`src/verilog/jacs_pkg.sv`:
```
// Package of constants and carrier types for the adaptive test-clock sync
`default_nettype none
package jacs_pkg;
  // ==========================================================
  // Reset values and sizes
  localparam int unsigned SYNC_STAGES     = 2;
  localparam logic        IDLE_LEVEL      = 1'b0;
  localparam logic [1:0]  SYNC_RESET      = 2'h0;

  // Test port pins arriving from the probe
  typedef struct packed {
    logic test_clock;
    logic test_mode_select;
    logic test_data_in;
  } jacs_pins_t;

  // Strobes handed to the enabled test logic
  typedef struct packed {
    logic rise;
    logic fall;
    logic mode_select;
    logic data_in;
  } jacs_strobes_t;
endpackage : jacs_pkg
`default_nettype wire

```
`src/verilog/jacs_sync2.sv`:
```
// Two-stage level synchroniser on the single system clock edge
`default_nettype none
module jacs_sync2
(
  // Clock and reset
  input  wire logic clk_sys_in,
  input  wire logic reset_in,
  // Level in and out
  input  wire logic async_in,
  output logic      sync_out
);
  import jacs_pkg::*;

  logic [SYNC_STAGES-1:0] stage;

  // ==========================================================
  // Shift chain; only the last stage is read outside
  always_ff @(posedge clk_sys_in or posedge reset_in)
  begin
    if (reset_in)
      stage <= SYNC_RESET;
    else
      stage <= {stage[SYNC_STAGES-2:0], async_in};
  end

  assign sync_out = stage[SYNC_STAGES-1];
endmodule : jacs_sync2
`default_nettype wire

```
`src/verilog/jacs_top.sv`:
```
// Adaptive test-clock synchroniser: edge strobes, returned clock, data out
// Functional notes
// The probe drives one test-clock transition and waits for the echo.
// A probe seeing returned-clock pulses enables adaptive clocking.
// Probe timeouts cannot scale, so a very slow target may time out.
// Test-clock events become enable pulses; no flop uses the test clock.
// Every flop here runs on the rising edge of the system clock.
// Separate rise and fall strobes, each one system cycle per edge.
// Returned clock and data output change only on their edge strobes.
// The returned clock lags the test clock so no event is missed.
// The test clock passes two synchroniser stages before use.
// Reset clears stages, history, returned clock and strobes to low.
// Data output updates on the fall strobe, inputs sample on rise.
`default_nettype none
module jacs_top
(
  // Clock and reset
  input  wire logic                   clk_sys_in,
  input  wire logic                   reset_in,
  // Probe-side pins
  input  wire jacs_pkg::jacs_pins_t   pins_in,
  output logic                        returned_test_clock_out,
  output logic                        test_data_out,
  output logic                        test_data_oe_out,
  // Test logic side
  input  wire logic                   shift_data_in,
  input  wire logic                   shift_active_in,
  output jacs_pkg::jacs_strobes_t     strobes_out
);
  import jacs_pkg::*;

  logic tck_sync;
  logic tms_sync;
  logic tdi_sync;
  logic tck_last;
  logic test_clock_rise_strobe;
  logic test_clock_fall_strobe;
  logic tms_held;
  logic tdi_held;

  // ==========================================================
  // Synchronisers for the probe pins
  jacs_sync2 u_sync_tck
  (
    .clk_sys_in (clk_sys_in),
    .reset_in   (reset_in),
    .async_in   (pins_in.test_clock),
    .sync_out   (tck_sync)
  );
  jacs_sync2 u_sync_tms
  (
    .clk_sys_in (clk_sys_in),
    .reset_in   (reset_in),
    .async_in   (pins_in.test_mode_select),
    .sync_out   (tms_sync)
  );
  jacs_sync2 u_sync_tdi
  (
    .clk_sys_in (clk_sys_in),
    .reset_in   (reset_in),
    .async_in   (pins_in.test_data_in),
    .sync_out   (tdi_sync)
  );

  // ==========================================================
  // Edge history of the synchronised test clock
  always_ff @(posedge clk_sys_in or posedge reset_in)
  begin
    if (reset_in)
      tck_last <= IDLE_LEVEL;
    else
      tck_last <= tck_sync;
  end

  // One-cycle strobes per detected edge
  assign test_clock_rise_strobe = tck_sync & ~tck_last;
  assign test_clock_fall_strobe = ~tck_sync & tck_last;

  // ==========================================================
  // Returned clock echoes each edge only after detection
  always_ff @(posedge clk_sys_in or posedge reset_in)
  begin
    if (reset_in)
      returned_test_clock_out <= IDLE_LEVEL;
    else if (test_clock_rise_strobe)
      returned_test_clock_out <= 1'b1;
    else if (test_clock_fall_strobe)
      returned_test_clock_out <= 1'b0;
  end

  // Inputs captured on the rising strobe
  always_ff @(posedge clk_sys_in or posedge reset_in)
  begin
    if (reset_in)
    begin
      tms_held <= IDLE_LEVEL;
      tdi_held <= IDLE_LEVEL;
    end
    else if (test_clock_rise_strobe)
    begin
      tms_held <= tms_sync;
      tdi_held <= tdi_sync;
    end
  end

  // Data output and its enable move on the falling strobe
  always_ff @(posedge clk_sys_in or posedge reset_in)
  begin
    if (reset_in)
    begin
      test_data_out    <= IDLE_LEVEL;
      test_data_oe_out <= IDLE_LEVEL;
    end
    else if (test_clock_fall_strobe)
    begin
      test_data_out    <= shift_data_in;
      test_data_oe_out <= shift_active_in;
    end
  end

  // ==========================================================
  // Strobes and captured inputs to the test logic
  always_comb
  begin
    strobes_out.rise        = test_clock_rise_strobe;
    strobes_out.fall        = test_clock_fall_strobe;
    strobes_out.mode_select = tms_held;
    strobes_out.data_in     = tdi_held;
  end
endmodule : jacs_top
`default_nettype wire
```
`config.mk`:
```
export PLATFORM = sky130hd
export DESIGN_NAME = jacs_top
export DESIGN_NICKNAME = d
export VERILOG_FILES = /design/src/verilog/jacs_pkg.sv /design/src/verilog/jacs_sync2.sv /design/src/verilog/jacs_top.sv
export SDC_FILE = /design/constraint.sdc
export NUM_CORES = 1
export LEC_CHECK = 0
export ABC_AREA = 1
export ABC_CLOCK_PERIOD_IN_PS = 1700
export BUFFER_PORTS_ARGS = -buffer_cell sky130_fd_sc_hd__buf_2
export CELL_PAD_IN_SITES_DETAIL_PLACEMENT = 1
export CELL_PAD_IN_SITES_GLOBAL_PLACEMENT = 1
export CORE_AREA = 2 2 39 41
export CTS_CLUSTER_SIZE = 24
export DETAILED_ROUTE_END_ITERATION = 6
export DIE_AREA = 0 0 41 43
export HOLD_SLACK_MARGIN = 0.15
export PLACE_DENSITY = 0.77
export SLEW_MARGIN = 10
export SYNTH_ARGS = -nofsm -noshare
export SYNTH_HDL_FRONTEND = slang
export SYNTH_SLANG_ARGS = --single-unit
export TNS_END_PERCENT = 20
```
`constraint.sdc`:
```
create_clock -name clk_sys_in -period 1.7 [get_ports clk_sys_in]
set_input_delay 0.34 -clock clk_sys_in [delete_from_list [all_inputs] [get_ports clk_sys_in]]
set_output_delay 0.34 -clock clk_sys_in [all_outputs]
set_load 0.02 [all_outputs]
```
==> metrics.md, run 1 <==
| Metric | Value |
|---|---|
| Status | complete, no violations |
| First-pass GRT wire length | 1110 um |
| CTS Hold Bufs | 1 |
| Most frequent cells in the layout | 15 x nand2_1, 13 x buf_2, 12 x dfrtp_1, 5 x inv_1, 3 x clkbuf_4 |
| Initial antenna violation count | 0 |
| Worst min path class | input port to flip-flop |
| Root Buffer Master | clkbuf_4 |
| Yosys reg bits | 12 |
| Total die area | 1760 um^2 |
| Clk sinks | 12 |
| Postcts setup bufs | 0 |
| CTS buffer count | 3 |
| Slew @ Worst Pin | 447 ps |
| DRC | 0 |
| Router iterations before antenna repair | 2 |
| RSZ-0062 raised after global routing | false |
| Syn Nets | 48 |
| Vias in the first global route | 272 |
| Lkg Pwr | 0.313 nW |
| Detailed placement HPWL | 520 um |
| CP Class | flip-flop to primary output |
| Post-cts sizing count | 0 |
| Share of cells above drive strength 1 | 0.333 |
| Crit Path Max Fanout | 5 |
| Worst Reg2Reg Path Length in Cells | 4 |
| Power Dens Cells | 1140 nW/um^2 |
| Area of the mapped netlist | 434 um^2 |
| N_diodes | 0 |
| Core Area | 1380 um^2 |
| Reg2reg start | u_sync_tck.stage[1] |
| Critical R2R Capture | returned_test_clock_out |
| Yosys warnings | 0 |
| Mapped Cells | 39 |
| Clk buf depth | 2 |
| Worst R2R Setup Slack | 720 ps |
| Setup crit end | strobes_out[3] |
| Final period demand of the worst path | 1510 ps |
| Critical path launch point type | flip-flop |
| Final cycle utilization of the critical path | 0.887 |
| Post-route setup TNS | 0 ps |
| GP Congestion | 0.703 |
| Site Rows | 14 |
| Hold Vio Cnt, Final | 0 |
| Worst vdd ir | 0.374 mV |
| Routed WL | 687 um |
| Relative slew margins | 0.702 |
| Vias per inst | 3.99 |
| Max cap viols | 0 |
| H-tree depth | 1 |
| Total power | 621 uW |
| Die X | 41 um |
| FILL cells | 159 |
| Avg WL per Cell | 9.81 um |
| Port buffer count | 13 |
| Die H | 43 um |
| Vias | 279 |
| Synth cell types | 6 |
| Final Max Tran Viols | 0 |
| Mean post-synth cell area | 11.1 um^2 |
| Final setup vio count | 0 |
| CP required | 1360 ps |
| Initial Util | 0.314 |
| Worst setup path start | tck_last |
| CTS tree | yes |
| Final Skew | 2.54 ps |
| Total gr overflow | 0 |
| Leading cell type in the layout, fill and taps excluded | nand2_1 |
| Crit path DAT | 1170 ps |
| Fmax | 0.663 GHz |
| Number of nets in the final layout | 64 |
| Register area share after synthesis | 0.692 |
| Post-DRT Antenna Nets | 0 |
| Gr usage total | 0.108 |
| Syn-to-layout area delta | 25.6% |
| Largest net degree at the start of global routing | 13 |
| Worst skew pair latency | 270 ps |
| Clk pin slew, worst setup/hold paths | 70 ps |
| Crit end category | primary output |
| I/O pins | 14 |
| DR iter-0 viols | 3 |
## state kept, by name, indices dropped and copies added (netlist names)
name and cells:
u_sync_tck.stage 2, u_sync_tdi.stage 2, u_sync_tms.stage 2, returned_test_clock_out 1
tck_last 1, tdi_held 1, test_data_oe_out 1, test_data_out 1
tms_held 1
## power breakdown
| part | internal, mW | switching [mW] | total (mW) |
|---|---|---|---|
| sequential | 0.308 | 0.00970 | 0.318 |
| clock | 0.130 | 0.0930 | 0.223 |
| combinational | 0.0294 | 0.0506 | 0.0800 |
## kinds of logic (layout without fill, tap and decap cells)
kind of cell	count (synthesis)	after routing	synth area share
simple gates	15	15	0.130
flops	12	12	0.692
buf+inv	10	25	0.121
fa+ha+maj	2	2	0.0576
## cells in the mapped netlist, drive strengths merged
master | instances | share of area
buf | 4 | 0.069
dfrtp | 12 | 0.69
ha | 2 | 0.058
inv | 6 | 0.052
nand2 | 15 | 0.13
## how the worst min path moves through the flow
stage	end	slack [ps]	cells past startpoint	from
finish	u_sync_tdi.stage[0]	170	1	pins_in[0]
global route	u_sync_tck.stage[0]	150	1	pins_in[2]
CTS	u_sync_tdi.stage[0]	160	1	pins_in[0]
detailed placement	u_sync_tdi.stage[1]	340	0	u_sync_tdi.stage[0]
global placement	u_sync_tdi.stage[1]	330	0	u_sync_tdi.stage[0]
floorplan	returned_test_clock_out	200	1	reset_in
## per-stage QoR
stage | setup slack (ps) | hold WS (ps) | utilization | cell area, um^2 | cells
floorplan | 579 | 205 | - | 434 | 39
global placement | 497 | 333 | 0.354 | 489 | 64
detailed placement | 484 | 336 | 0.354 | 489 | 64
CTS | 175 | 160 | 0.387 | 536 | 69
global route | 118 | 152 | 0.394 | 546 | 70
finish | 192 | 170 | 0.394 | 546 | 70
## routing by layer
| layer | global-route usage | vias to the layer above | wire, um |
|---|---|---|---|
| met5 | 0 | - | 0 |
| met4 | 0.120 | 0 | 17 |
| met3 | 0.0628 | 2 | 54 |
| met2 | 0.122 | 11 | 309 |
| met1 | 0.125 | 129 | 306 |
| li1 | - | 137 | - |
## critical path, cell delays in order, from the launching register on
cell and delay, ps:
dfrtp_1 390, inv_1 60, ha_1 250, buf_2 200
## cell type report
cell class                      count  area [um^2]  area share
Timing Repair Buffer               15         85.1       0.156
Clock buffer                        4         36.3      0.0665
Multi-Input combinational cell     17         81.3       0.149
Tap cell                           16         20.0      0.0367
Sequential cell                    12          300       0.550
Inverter                            6         22.5      0.0413
Note: power is estimated with default switching activity, not from simulation.
==> run 2, diff against run 1 <==
--- a/config.mk
+++ b/config.mk
@@ -16,6 +16,7 @@
 export DIE_AREA = 0 0 41 43
 export HOLD_SLACK_MARGIN = 0.15
 export PLACE_DENSITY = 0.77
+export SETUP_SLACK_MARGIN = 0.5
 export SLEW_MARGIN = 10
 export SYNTH_ARGS = -nofsm -noshare
 export SYNTH_HDL_FRONTEND = slang
==> run 2 against run 1 <==
Compared with the run above: sequential share of layout area fell by 3.7 points; via count rose by 3.9%; count of clock-buffer cells in the layout did not move; sequential power barely moved; highest routed layer unchanged; non-clock buffer count rose by 2; worst setup slack improved by 99 ps; fmax rose by 7.0%; utilization rose by 2.8 points; cell area rose by 7.1%; hold slack barely moved; power rose by 1.2%; die area did not move.
==> metrics.md, run 2 (synthesized netlist as in run 1, its figures left out) <==
| Metric | Value |
|---|---|
| Fmax | 0.710 GHz (+7.0%) |
| Routed WL | 762 um (+11%) |
| Power Dens Cells | 1080 nW/um^2 (-5.5%) |
| Total power | 629 uW (+1.2%) |
| Relative slew margins | 0.702 (about the same) |
| Top Metal Used | met4 |
| Port buffer count | 13 (unchanged) |
| Crit end category | primary output |
| Reg2reg start | u_sync_tck.stage[1] |
| Largest net degree at the start of global routing | 13 (unchanged) |
| Met2 WL | 383 um (+24%) |
| FILL cells | 158 (-0.63%) |
| RSZ-0062 raised after global routing | true |
| Share of cells above drive strength 1 | 0.393 (+0.0595) |
| Fin cells | 72 (+2.9%) |
| Avg WL per Cell | 10.6 um (+7.8%) |
| DR iter-0 viols | 5 (+2) |
| Final Max Tran Viols | 0 (unchanged) |
| Vias in the first global route | 286 (+5.1%) |
| Max cap viols | 0 (unchanged) |
| GP Congestion | 0.703 (unchanged) |
| Die H | 43 um (unchanged) |
| CP max stage cell | dfrtp_1 |
| Clk pin slew, worst setup/hold paths | 70 ps (about the same) |
| Root Buffer Master | clkbuf_4 |
| Worst min path class | input port to flip-flop |
| Total gr overflow | 0 (unchanged) |
| Worst skew pair latency | 270 ps (about the same) |
| Final cycle utilization of the critical path | 0.829 (-0.0582) |
| Site Rows | 14 (unchanged) |
| Final period demand of the worst path | 1410 ps (-98.9 ps) |
| Worst vdd ir | 0.384 mV (+2.8%) |
| Gr usage total | 0.113 (+0.00510) |
| Initial Util | 0.314 (unchanged) |
| CTS tree | yes |
| WP buf/inv | 2 (unchanged) |
| I/O pins | 14 (unchanged) |
| Critical R2R Capture | test_data_out |
| Hold EP | u_sync_tdi.stage[0] |
| Metal1 wirelength | 320 um (+4.6%) |
| Leading cell type in the layout, fill and taps excluded | nand2_1 |
| Syn-to-layout area delta | 34.6% |
| Clk sinks | 12 (unchanged) |
| Final Skew | 3.92 ps (+1.38 ps) |
| Lkg Pwr | 0.324 nW (+3.3%) |
| Clk buf depth | 2 (unchanged) |
| Crit Path Max Fanout | 3 (-2) |
| Number of nets in the final layout | 66 (+3.1%) |
| DRC | 0 (unchanged) |
| Die X | 41 um (unchanged) |
| Vias per inst | 4.03 (+1.1%) |
| Inst Count DP | 64 (unchanged) |
| Hold Path Origin | pins_in[0] |
| Critical path launch point type | flip-flop |
| WL met3 | 44 um (-19%) |
| Hold Vio Cnt, Final | 0 (unchanged) |
| Worst Reg2Reg Path Length in Cells | 6 (+2) |
| CP Class | flip-flop to primary output |
| Cells on Worst Hold Path | 1 (unchanged) |
| Sequential standard cell area | 300 um^2 (unchanged) |
| Router iterations before antenna repair | 3 (+1) |
| Crit path DAT | 1070 ps (-100 ps) |
| Worst R2R Setup Slack | 650 ps (-70 ps) |
| CP max stage delay | 430 ps (+40 ps) |
| First-pass GRT wire length | 1170 um (+5.0%) |
| Total die area | 1760 um^2 (unchanged) |
| Core Area | 1380 um^2 (unchanged) |
| Post-DRT Antenna Nets | 0 (unchanged) |
| N_diodes | 0 (unchanged) |
| Vias | 290 (+3.9%) |
| Most frequent cells in the layout | 15 x nand2_1, 12 x dfrtp_1, 11 x buf_2, 5 x inv_1 |
| H-tree depth | 1 (unchanged) |
| Final setup vio count | 0 (unchanged) |
| Status | complete, no violations |
| Critical-path cell list | inv_1 > ha_2 > buf_6 |
| CP required | 1360 ps (about the same) |
| Top Registers | u_sync_tck.stage: 2 flops, u_sync_tdi.stage: 2 flops, u_sync_tms.stage: 2 flops |
| Slew @ Worst Pin | 447 ps (+0.00393 ps) |
| CTS buffer count | 3 (unchanged) |
| CP delay by family, top | flip-flops |
| Initial antenna violation count | 0 (unchanged) |
| Footprint of the multi-input gates | 96.3 um^2 (+18%) |
| Detailed placement HPWL | 520 um (unchanged) |
| Post-route setup TNS | 0 ps (unchanged) |
-- run 2: cell types whose count changed in the layout (fill, tap and decap cells not counted) --
cell | previous run | this run
ha_1 | 2 | 0
buf_2 | 13 | 11
buf_6 | 0 | 1
buf_4 | 0 | 3
ha_4 | 0 | 1
ha_2 | 0 | 1
-- run 2: worst max-delay path by stage --
| stage | from | to | slack (ps) | cells after the start |
|---|---|---|---|---|
| finish | u_sync_tck.stage[1] | strobes_out[2] | 290 | 3 |
| global route | u_sync_tck.stage[1] | strobes_out[2] | 220 | 3 |
| CTS | u_sync_tck.stage[1] | strobes_out[2] | 290 | 3 |
| detailed placement | tck_last | strobes_out[3] | 480 | 3 |
| global placement | tck_last | strobes_out[3] | 500 | 3 |
| floorplan | u_sync_tck.stage[1] | strobes_out[3] | 580 | 2 |
-- run 2: layer usage --
layer	up-vias	track usage
met5	-	0
li1	141	-
met2	9	0.141
met3	2	0.0628
met4	0	0.120
met1	138	0.122
-- run 2: through the flow --
stage	utilization	instance area, um^2	hold slack (ps)	setup WS, ps
floorplan	-	434	205	579
global placement	0.354	489	333	497
detailed placement	0.354	489	336	484
CTS	0.415	574	160	291
global route	0.422	584	152	225
finish	0.422	584	171	291
-- run 2: report_power, final --
part	internal (mW)	switching [mW]	total, mW
sequential	0.308	0.0106	0.319
clock	0.130	0.0919	0.222
combinational	0.0353	0.0526	0.0879
-- run 2: repair_timing --
item                                   CTS  global route
resized for setup                        6             0
buffers inserted                         2             0
endpoints found under the hold margin   12             1
pin swaps                                1             0
hold buffers                             1             1
setup endpoints to repair                2             3
-- run 2: area by class of cell --
class,instances,area share
clock buffer,4,0.0621
inverter,6,0.0385
multi-input combinational,17,0.165
sequential,12,0.514
tap,16,0.0343
timing repair buffer,17,0.186
